--- config.mk ---
export PLATFORM = sky130hd
export DESIGN_NAME = dfs_top
export DESIGN_NICKNAME = d
export VERILOG_FILES = /design/src/dfs_pkg.sv /design/src/dfs_top.sv
export SDC_FILE = /design/constraint.sdc
export NUM_CORES = 2
export LEC_CHECK = 0
export ABC_CLOCK_PERIOD_IN_PS = 10350
export BUFFER_PORTS_ARGS = -buffer_cell sky130_fd_sc_hd__buf_4
export CORE_ASPECT_RATIO = 2
export CORE_MARGIN = 10
export CORE_UTILIZATION = 40
export CTS_CLUSTER_SIZE = 12
export DETAILED_ROUTE_END_ITERATION = 6
export MAX_ROUTING_LAYER = met4
export PLACE_DENSITY_LB_ADDON = 0.3
export REMOVE_ABC_BUFFERS = 1
export SLEW_MARGIN = 20
export SYNTH_ARGS = -nofsm -noshare
export SYNTH_HDL_FRONTEND = slang
export SYNTH_SLANG_ARGS = --single-unit
--- constraint.sdc ---
create_clock -name sys_clk -period 10.35 [get_ports sys_clk]
set_clock_uncertainty 0.2 [all_clocks]
set_input_delay 1.035 -clock sys_clk [delete_from_list [all_inputs] [get_ports sys_clk]]
set_output_delay 1.035 -clock sys_clk [all_outputs]
set_load 0.01 [all_outputs]
--- src/dfs_pkg.sv ---
// dfs_pkg: constants, types and register map of the filter timing block
package dfs_pkg;
	// wishbone register byte offsets
	localparam logic [4:0] DFS_CTRL_OFS  = 5'h00;
	localparam logic [4:0] DFS_STAT_OFS  = 5'h04;
	localparam logic [4:0] DFS_IRQS_OFS  = 5'h08;
	localparam logic [4:0] DFS_IRQM_OFS  = 5'h0C;
	localparam logic [4:0] DFS_WORD_OFS  = 5'h10;
	// control register bit positions
	localparam int DFS_CTRL_LPWR   = 0;
	localparam int DFS_CTRL_DEC256 = 1;
	localparam int DFS_CTRL_AMPOFF = 2;
	localparam int DFS_CTRL_W      = 3;
	localparam logic [2:0] DFS_CTRL_RST = 3'h0;
	// interrupt bits: frame emitted, filter settled
	localparam int DFS_IRQ_FRAME  = 0;
	localparam int DFS_IRQ_SETTLE = 1;
	localparam int DFS_IRQ_W      = 2;
	// timing in master clock periods, one period per sys_clk
	localparam logic [14:0] DFS_OFS_N128 = 15'd141;
	localparam logic [14:0] DFS_OFS_N256 = 15'd252;
	localparam logic [14:0] DFS_OFS_L128 = 15'd167;
	localparam logic [14:0] DFS_OFS_L256 = 15'd277;
	// output word periods
	localparam logic [8:0] DFS_PER_128 = 9'd128;
	localparam logic [8:0] DFS_PER_256 = 9'd256;
	// frame output held low for 32 serial clocks of two periods each
	localparam logic [8:0] DFS_FRAME_LOW = 9'd64;
	// sample history depth, covers the longest group delay in words
	localparam int DFS_HIST = 64;
	localparam int DFS_HW   = 6;
	// decimation code bit: one for 128x
	localparam logic DFS_DEC0_128 = 1'b1;
	// sequencer states
	typedef enum logic [1:0] {DFS_HOLD, DFS_WAIT, DFS_RUN} dfs_seq_e;
	// output word layout
	typedef struct packed {
		logic [23:0] data;   // two's complement result
		logic        settled;
		logic        ovr;
		logic        lpwr;
		logic        dec1;
		logic        dec0;
		logic [2:0]  zero;
	} dfs_word_s;
	// per-mode timing selection
	typedef struct packed {
		logic [14:0] ofs;
		logic [14:0] settle;
		logic [14:0] gd;
		logic [8:0]  per;
	} dfs_tim_s;
endpackage : dfs_pkg

--- src/dfs_top.sv ---
// dfs_top: decimation filter restart, frame timing and output word logic
`timescale 1ns/1ps
// How it works
// - normal 128x: frame 141, settled 13966
// - normal 256x: frame 252, settled 27901
// - low power: frames 167/277, settle 14248/27926
// - normal group delay 7073 or 14051
// - low power group delay 7170 or 14144
// - modulator clock half or quarter master
// - word rate master over 128 or 256
// - result is 24-bit two's complement
// - amplifier-off bit powers amplifier down
// - restart low holds sequencer at zero
// - settled bit 7 clears in the first word after restart, sets later
module dfs_top import dfs_pkg::*; #(
	parameter logic [14:0] SETTLE_N128 = 15'd13966,
	parameter logic [14:0] SETTLE_N256 = 15'd27901,
	parameter logic [14:0] SETTLE_L128 = 15'd14248,
	parameter logic [14:0] SETTLE_L256 = 15'd27926,
	parameter logic [14:0] GD_N128     = 15'd7073,
	parameter logic [14:0] GD_N256     = 15'd14051,
	parameter logic [14:0] GD_L128     = 15'd7170,
	parameter logic [14:0] GD_L256     = 15'd14144
) (
	// clock and reset
	input  wire logic        sys_clk,
	input  wire logic        sys_rst,
	// wishbone slave
	input  wire logic        wb_cyc_i,
	input  wire logic        wb_stb_i,
	input  wire logic        wb_we_i,
	input  wire logic [4:0]  wb_adr_i,
	input  wire logic [3:0]  wb_sel_i,
	input  wire logic [31:0] wb_dat_i,
	output logic      [31:0] wb_dat_o,
	output logic             wb_ack_o,
	// restart pin and modulator result
	input  wire logic        restart_n,
	input  wire logic [23:0] mod_data,
	// outputs
	output logic             modulator_clock,
	output logic             frame_out_n,
	output dfs_word_s        out_word,
	output logic             input_amp_powerdown,
	output logic             irq
);
	// restart synchroniser, three stages
	logic       s1_reg, s2_reg, s3_reg, rlvl_reg;
	logic       rlvl_next;
	// control, interrupt and bus state
	logic [2:0] ctrl_reg, ctrl_next;
	logic [DFS_IRQ_W-1:0] ist_reg, ist_next, imsk_reg, imsk_next;
	logic [31:0] rd_reg, rd_next;
	logic       ack_reg, ack_next, irq_reg, irq_next;
	// sequencer
	dfs_seq_e   st_reg, st_next;
	logic [14:0] cnt_reg, cnt_next;
	logic [8:0] ph_reg, ph_next;
	logic [8:0] low_reg, low_next;  // frame low-time counter
	logic       set_reg, set_next;  // filter settled
	logic       fo_reg, fo_next;    // frame output, active low
	logic [1:0] mdiv_reg, mdiv_next;
	logic       mclk_reg, mclk_next;
	dfs_word_s  word_reg, word_next;
	// sample history
	logic [23:0] hist [DFS_HIST];
	logic [DFS_HW-1:0] wp_reg, wp_next;
	// combinational helpers
	dfs_tim_s   tim;
	logic       frame_evt, cap_evt, hold, wr_acc;
	logic [14:0] depth, off;
	logic [8:0] cap_ph;
	logic [DFS_HW-1:0] rp;

	// three flops; level moves only when stages two and three agree
	always_comb begin
		rlvl_next = rlvl_reg;
		if (s2_reg == s3_reg) begin
			rlvl_next = s3_reg;
		end
	end

	always_ff @(posedge sys_clk) begin
		if (sys_rst) begin
			s1_reg   <= 1'b0;
			s2_reg   <= 1'b0;
			s3_reg   <= 1'b0;
			rlvl_reg <= 1'b0;
		end else begin
			s1_reg   <= restart_n;
			s2_reg   <= s1_reg;
			s3_reg   <= s2_reg;
			rlvl_reg <= rlvl_next;
		end
	end

	// mode-dependent limits
	always_comb begin
		case ({ctrl_reg[DFS_CTRL_LPWR], ctrl_reg[DFS_CTRL_DEC256]})
			2'b00: tim = '{DFS_OFS_N128, SETTLE_N128, GD_N128,
				DFS_PER_128};
			2'b01: tim = '{DFS_OFS_N256, SETTLE_N256, GD_N256,
				DFS_PER_256};
			2'b10: tim = '{DFS_OFS_L128, SETTLE_L128, GD_L128,
				DFS_PER_128};
			default: tim = '{DFS_OFS_L256, SETTLE_L256, GD_L256,
				DFS_PER_256};
		endcase
	end

	// group delay split into whole words and a phase lead
	always_comb begin
		depth  = tim.gd / {6'h00, tim.per};
		off    = tim.gd % {6'h00, tim.per};
		cap_ph = tim.per - 9'd1 - off[8:0];
		// step one entry further back: the newest entry is this word's
		// own capture, unless the capture falls on the frame edge itself
		rp     = wp_reg - depth[DFS_HW-1:0]
			- ((off == 15'd0) ? DFS_HW'(0) : DFS_HW'(1));
	end

	// bus decode; a write that changes the mode restarts the filter like the pin
	always_comb begin
		wr_acc = wb_cyc_i & wb_stb_i & wb_we_i & ~ack_reg & wb_sel_i[0];
		hold = ~rlvl_reg | (wr_acc && wb_adr_i == DFS_CTRL_OFS &&
			wb_dat_i[1:0] != ctrl_reg[1:0]);
	end

	// sequencer: one counter from restart release
	always_comb begin
		st_next   = st_reg;
		cnt_next  = cnt_reg;
		ph_next   = ph_reg;
		set_next  = set_reg;
		frame_evt = 1'b0;
		cap_evt   = 1'b0;
		case (st_reg)
			DFS_HOLD: begin
				st_next = DFS_WAIT;
			end
			DFS_WAIT: begin
				// first frame after the offset
				if (cnt_reg == tim.ofs - 15'd1) begin
					frame_evt = 1'b1;
					st_next   = DFS_RUN;
					ph_next   = 9'd0;
				end
			end
			DFS_RUN: begin
				// one word every period
				ph_next   = (ph_reg == tim.per - 9'd1) ? 9'd0
					: ph_reg + 9'd1;
				frame_evt = (ph_reg == tim.per - 9'd1);
				cap_evt   = (ph_reg == cap_ph);
			end
			default: begin
				st_next = DFS_HOLD;
			end
		endcase
		// counter saturates at the settle limit
		if (st_reg != DFS_HOLD && cnt_reg != tim.settle) begin
			cnt_next = cnt_reg + 15'd1;
		end
		if (st_reg != DFS_HOLD && cnt_reg == tim.settle - 15'd1) begin
			set_next = 1'b1;
		end
		// restart wins over state, count, phase and settled flag
		if (hold) begin
			st_next  = DFS_HOLD;
			cnt_next = 15'd0;
			ph_next  = 9'd0;
			set_next = 1'b0;
		end
	end

	// frame pulse, output word, modulator clock divider
	always_comb begin
		low_next  = (low_reg != 9'd0) ? low_reg - 9'd1 : 9'd0;
		fo_next   = (low_reg <= 9'd1);
		word_next = word_reg;
		wp_next   = cap_evt ? wp_reg + 1'b1 : wp_reg;
		if (frame_evt) begin
			low_next          = DFS_FRAME_LOW;
			fo_next           = 1'b0;
			word_next.data    = hist[rp];
			word_next.settled = set_next;
			word_next.ovr     = 1'b0;
			word_next.lpwr    = ctrl_reg[DFS_CTRL_LPWR];
			word_next.dec1    = 1'b0;
			word_next.dec0    = ctrl_reg[DFS_CTRL_DEC256]
				? ~DFS_DEC0_128 : DFS_DEC0_128;
			word_next.zero    = 3'h0;
		end
		// half rate toggles each cycle, quarter every second
		mdiv_next = mdiv_reg + 2'd1;
		mclk_next = ctrl_reg[DFS_CTRL_LPWR] ? mdiv_next[1]
			: mdiv_next[0];
		if (hold) begin
			low_next  = 9'd0;
			fo_next   = 1'b1;
		end
	end

	always_ff @(posedge sys_clk) begin
		if (sys_rst) begin
			st_reg   <= DFS_HOLD;
			cnt_reg  <= 15'd0;
			ph_reg   <= 9'd0;
			set_reg  <= 1'b0;
			low_reg  <= 9'd0;
			fo_reg   <= 1'b1;
			word_reg <= '0;
			wp_reg   <= '0;
			mdiv_reg <= 2'd0;
			mclk_reg <= 1'b0;
		end else begin
			st_reg   <= st_next;
			cnt_reg  <= cnt_next;
			ph_reg   <= ph_next;
			set_reg  <= set_next;
			low_reg  <= low_next;
			fo_reg   <= fo_next;
			word_reg <= word_next;
			wp_reg   <= wp_next;
			mdiv_reg <= mdiv_next;
			mclk_reg <= mclk_next;
		end
	end

	// history: one entry per word, written at the capture phase
	for (genvar i = 0; i < DFS_HIST; i++) begin : g_hist
		always_ff @(posedge sys_clk) begin
			if (sys_rst) begin
				hist[i] <= 24'h00_0000;
			end else if (cap_evt && wp_reg == DFS_HW'(i)) begin
				hist[i] <= mod_data;
			end
		end
	end

	// registers, interrupts and bus answer
	always_comb begin
		ctrl_next = ctrl_reg;
		imsk_next = imsk_reg;
		ist_next  = ist_reg;
		rd_next   = rd_reg;
		ack_next  = wb_cyc_i & wb_stb_i & ~ack_reg;
		if (wr_acc) begin
			case (wb_adr_i)
				DFS_CTRL_OFS: ctrl_next = wb_dat_i[DFS_CTRL_W-1:0];
				DFS_IRQS_OFS: ist_next = ist_reg
					& ~wb_dat_i[DFS_IRQ_W-1:0];
				DFS_IRQM_OFS: imsk_next = wb_dat_i[DFS_IRQ_W-1:0];
				default: ;
			endcase
		end
		// events set after the clear so a set wins
		if (frame_evt) begin
			ist_next[DFS_IRQ_FRAME] = 1'b1;
		end
		if (set_next && !set_reg) begin
			ist_next[DFS_IRQ_SETTLE] = 1'b1;
		end
		irq_next = |(ist_next & imsk_next);
		if (ack_next) begin
			case (wb_adr_i)
				DFS_CTRL_OFS: rd_next = {29'h0, ctrl_reg};
				DFS_STAT_OFS: rd_next = {30'h0, st_reg == DFS_RUN,
					set_reg};
				DFS_IRQS_OFS: rd_next = {30'h0, ist_reg};
				DFS_IRQM_OFS: rd_next = {30'h0, imsk_reg};
				DFS_WORD_OFS: rd_next = word_reg;
				default:      rd_next = 32'h0000_0000;
			endcase
		end
	end

	always_ff @(posedge sys_clk) begin
		if (sys_rst) begin
			ctrl_reg <= DFS_CTRL_RST;
			imsk_reg <= '0;
			ist_reg  <= '0;
			rd_reg   <= 32'h0000_0000;
			ack_reg  <= 1'b0;
			irq_reg  <= 1'b0;
		end else begin
			ctrl_reg <= ctrl_next;
			imsk_reg <= imsk_next;
			ist_reg  <= ist_next;
			rd_reg   <= rd_next;
			ack_reg  <= ack_next;
			irq_reg  <= irq_next;
		end
	end

	// outputs, all straight from flops
	assign wb_dat_o            = rd_reg;
	assign wb_ack_o            = ack_reg;
	assign modulator_clock     = mclk_reg;
	assign frame_out_n         = fo_reg;
	assign out_word            = word_reg;
	assign input_amp_powerdown = ctrl_reg[DFS_CTRL_AMPOFF];
	assign irq                 = irq_reg;

	// helper: cycles since the previous frame
	logic [8:0] gap_reg;
	always_ff @(posedge sys_clk) begin
		if (sys_rst || frame_evt || hold) begin
			gap_reg <= 9'd1;
		end else if (gap_reg != 9'h1FF) begin
			gap_reg <= gap_reg + 9'd1;
		end
	end
endmodule : dfs_top

# == Yosys cells after proc, flatten, opt, wreduce, memory -nomap -nowiden ==
# Memories as Yosys holds them, arrays and structs flattened. A register that Yosys moved wholly into a read port is not among the register bits.
# Index checks and enable logic that the tools add are counted.
# op_classes
n_mux,282
bitwise,77
n_eq_ne,79
n_addsub,11
magnitude_cmp,1
div_mod_pow,2
reduce_logical,84
# op_table
operator,n
24-bit 2-to-1 mux,64
1-bit 2-to-1 mux,204
"6-bit equality test, second input constant",32
32-bit case mux with 5 select lines,1
48-bit case mux with 3 select lines,1
"6-bit by 5-bit equality test with 1-bit output, second input constant",16
1-bit logical AND,69
1-bit OR,65
"6-bit by 4-bit equality test with 1-bit output, second input constant",8
15-bit equality test,2
"15-bit by 1-bit subtractor with 15-bit output, second input constant",2
"6-bit by 3-bit equality test with 1-bit output, second input constant",4
9-bit equality test,2
9-bit 2-to-1 mux,2
9-bit case mux with 2 select lines,1
"9-bit by 1-bit subtractor with 9-bit output, second input constant",2
"15-bit by 1-bit adder with 15-bit output, second input constant",1
15-bit by 9-bit divider with 15-bit output,1
15-bit zero test,1
15-bit by 9-bit modulo with 15-bit output,1
15-bit inequality test,1
7-bit 2-to-1 mux,2
"6-bit by 2-bit equality test with 1-bit output, second input constant",2
"5-bit by 4-bit equality test with 1-bit output, second input constant",2
other kinds (31),50
# totals
mem_bits_rw,1536
ff_bits,94
inputBits,71
memories,1
output_inout_bits,69
word_cells,560
# memory_table
memory,words,word_bits,rd,rd_clocked_by_memory_dff,write_ports,line_no,rtl
hist,64,24,1,1,64,dfs_top.sv:66,logic [23:0] hist [DFS_HIST];

# == Longest topological paths before layout ==
# logic_depth
ltp_word,12
ltp_mapped,23
mapped_depth_nobuf,19

# == Worst setup path after synthesis ==
# OpenSTA, ideal clock, no wires.
# synth_path
path_type,flip-flop to flip-flop
startpoint,register ctrl_reg[0]
endpoint,"memory hist[33][0], enable pin"
n_path_buf,5
arrival_time_ns,4.478
required_ns,9.740
setup_ns,0.410
setup_slack_ns,5.262
period_less_slack_ns,5.088
stages_incl_launch_ff,17
path_cell_list,dfxtp_1 inv_1 ha_1 buf_4 or2_1 buf_4 inv_1 ha_1 xnor2_1 mux2i_1 o32ai_1 nand3_1 clkbuf_1 or3b_2 clkbuf_1 buf_2 o21bai_1
# synth_rtl
element,line_no,rtl
start: declaration,dfs_top.sv:51,"logic [2:0] ctrl_reg, ctrl_next;"
start signal: assignment,dfs_top.sv:287,ctrl_reg <= ctrl_next;
end: declaration,dfs_top.sv:66,

# == Worst setup path in the final report ==
# layout_path
startpoint,register ctrl_reg[0]
endpoint,"register, netlist name out_word[25]"
# layout_between
elab_chain_cells,6
word_cells_on_any_way,16
classes_between,add/sub (4); div (2); eq/ne (4); mux (4); reduce/logical (2)
# layout_rtl
element,line_no,rtl
"2-bit equality test, or another cell as far along",dfs_top.sv:99,"case ({ctrl_reg[DFS_CTRL_LPWR], ctrl_reg[DFS_CTRL_DEC256]})"
48-bit case mux with 3 select lines *,dfs_top.sv:99,
"parallel branches: the longest is 4 deep, another holds 15-bit by 9-bit divider with 15-bit output",--,
# Every way passes the cells marked *.
# A chain may end at the register's enable or synchronous reset.

==> reports/metrics.yaml <==
run_status: "finished, violations left"
violations: "DRC"
die_height_microns: 638
critical_path.slowest_cell: "and2_2"
floorplan.die_area_sq_mm: 0.210
synth.top_cell.area_share: 0.604
internal_power_mw: 10.7
layout.cells.most_common: "and2_1"
finalSetupViolCount: 0
finalHoldViolations: 0
cts_setup_buffers: 0
core_sq_mm: 0.190
setup_slack_ns: 4.14
clock_tree_from_tritoncts: "done"
timing.critical_path.mode_cell: "ha_1"
synth_top_flop_cell: "edfxtp_1"
fin_hold_ws_ns: 0.239
flip_flop_count_of_the_largest_register_all_copies_and_words_added: 1536
synth_area_sq_mm: 0.0764
clock_insertion_delay_worst_skew_ns: 0.81
netlist_instances: 5529
number_of_synthesized_flops_with_an_enable_pin: 1536
layout.cells.non_filler: 7953
width_of_the_die_microns: 329
power_frac_clock: 0.403
cts-buffers-inserted: 166
worst_path_buf_inv: 4
yosys_register_bits: 1652
place_ws_ns: 4.14
timing.fmax_mhz: 161
drt_iter0_markers: 3998
cp_max_fo: 32
area_growth_syn_to_layout_pct: 9.82
path_cells: "inv_1, ha_1, ha_1, inv_1, ha_1, nor2_1, fa_4, buf_4, and2_2, buf_4, nand3_1, nand4_1, a22oi_1, nand2_1, o221ai_1"
finalCoreUtilization: 0.442
start_util: 0.402
p_comb_frac: 0.043
postSynth.asyncResetShare: 0
clock_path_buffers: 4
clkSinkCount: 1652
detail-route-antenna-nets: 0
share_of_final_layout_standard_cells_stronger_than_drive_strength_1: 0.159
detailroute.via_count: 44032
drtPass1Iterations: 7
final_nets: 5485
synth.yosys.seq_area_share: 0.634
placed_cells_incl_taps: 7719
p_switching_mw: 2.98
grt_antenna_before_repair: 16
overflow: 0
worst_ep_required_time_ns: 10.79
layout_common_cells: "and2_1, edfxtp_1, nand2_1, mux4_2, nand3_1"
clk_pin_slew_worst_paths_ns: 0.07
regMostFlops: "hist"
p_sw_frac: 0.217
floorplan.rows: 226
max_slew.worst_pin.slew_ns: 1.17
design.portCount: 140
finalWirelength_microns: 228000
min_period_ns: 6.21
htreeDepth: 4
first_global_vias: 44946
worst_hold_path_type: "in2reg"
synth_cell_type_count: 65
post_synth_main_area_contributors: "edfxtp_1, and2_1, mux4_2, dfxtp_1, nand2_1"
slew-limit-headroom: 0.199
root_buffer: "clkbuf_16"
setup_repair_after_global_routing_missed_its_margin: "no"
seqCellArea_sq_mm: 0.0484
slew_viol_final: 0
placement.io_buffers: 100
post_drt_wl_per_cell_microns: 28.7
yosysWarnings: 0
end_kind: "flop"
place_congestion: 0.922
worst_ep_arrival_time_ns: 6.66
synth_largest_area_cell: "edfxtp_1"
post-route-drc-count: 2
cts_resized: 0
setup.worst_path.start_class: "flop"
grt_first_pass_wirelength_microns: 325000
crit_type: "reg2reg"
multi_input_comb_area_sq_mm: 0.0260
drv_cap: 0
cts_hold_buf: 0
power_density_mw_per_mm2: 163
grt_max_degree: 162
timing.critical_path.slowest_cell_delay_ns: 0.84
post_synth.cell_area_avg_sq_um: 13.8
final_min_period_over_clock_period: 0.600
p_leak_nw: 29.9
irDropWorstVdd_mv: 0.126
groute.usage.overall: 0.221
power_frac_seq: 0.554
dp_hpwl_microns: 142000
route.detailed.vias_per_inst: 5.54
num-fill-cells: 16751
worst_path_dominant_cell_family: "simple AND/OR/NAND/NOR gates"
[worst paths after layout]
| check | start | endpoint | slack (ns) | cells past startpoint |
|---|---|---|---|---|
| setup / recovery | ctrl_reg[0] | out_word[25] | 4.14 | 15 |
| hold / removal | restart_n | s1_reg | 0.24 | 2 |
| setup reg to reg | ctrl_reg[0] | out_word[25] | 4.14 | 15 |
| hold reg to reg | s1_reg | s2_reg | 0.25 | 1 |
[synthesized netlist by cell type, types with 2 or more instances]
master / count
a21o_1: 3
a21oi_1: 20
a221o_1: 24
a22oi_1: 77
a31oi_1: 3
and2_1: 1540
and3_1: 5
buf_1: 36
buf_2: 99
buf_4: 18
buf_6: 22
clkbuf_1: 329
clkbuf_2: 20
dfxtp_1: 116
edfxtp_1: 1536
ha_1: 34
inv_1: 24
mux2_2: 49
mux2i_1: 107
mux4_2: 290
nand2_1: 474
nand2b_1: 5
nand3_1: 216
nand3b_1: 3
nand4_1: 55
nor2_1: 109
nor2_2: 18
nor2_4: 30
nor2_8: 10
nor2b_1: 17
nor3_1: 11
nor3b_1: 2
nor4_1: 5
nor4b_1: 3
o21ai_0: 13
o21bai_1: 65
o221ai_1: 24
o22ai_1: 24
or2_2: 2
or3_1: 12
or4_1: 4
xnor2_1: 39
xor2_1: 14
[metal layers]
metal,part of all wire,GRT usage
met1,0.33,0.231
met2,0.52,0.378
met3,0.055,0.0241
met4,0.092,0.170
met5,0,-
[kinds of logic (layout without fill, tap and decap cells)]
kind of cell / count (synthesis) / count (layout) / synth area share
XOR/XNOR: 53 / 53 / 0.00608
flip-flops: 1652 / 1652 / 0.634
AO/OA/AOI/OAI: 264 / 264 / 0.0260
buffers and inverters: 549 / 452 / 0.0322
AND/OR/NAND/NOR: 2529 / 2529 / 0.189
multiplexers: 446 / 446 / 0.107
other: 1 / 14 / 0.0000491
adder cells (fa/ha/maj): 35 / 35 / 0.00583
[power groups by stage]
stage	Sequential (mW)	Clock, mW	Combinational, mW
floorplan	7.71	0	0.260
global placement	7.71	0	0.590
detailed placement	7.73	0	0.594
CTS	7.59	5.59	0.595
global route	7.61	5.81	0.608
finish	7.59	5.52	0.589
[final cells by class]
class                           instances  area share
Clock inverter                          6     0.00115
Tap cell                             2508      0.0374
Multi-Input combinational cell       3334       0.310
Timing Repair Buffer                  201      0.0187
Antenna cell                            7    0.000209
Clock buffer                          221      0.0534
Inverter                               24     0.00107
Sequential cell                      1652       0.578
[metrics by stage]
stage          cell area (sq um)  TNS, ns  power, mW
2_1_floorplan              74000  -669.04       7.97
3_3_place_gp               79200        0       8.30
3_5_place_dp               79200        0       8.32
4_1_cts                    83800        0       13.8
5_1_grt                    83900        0       14.0
6_report                   83900        0       13.7
No activity file was read; power rests on OpenSTA's default activity.
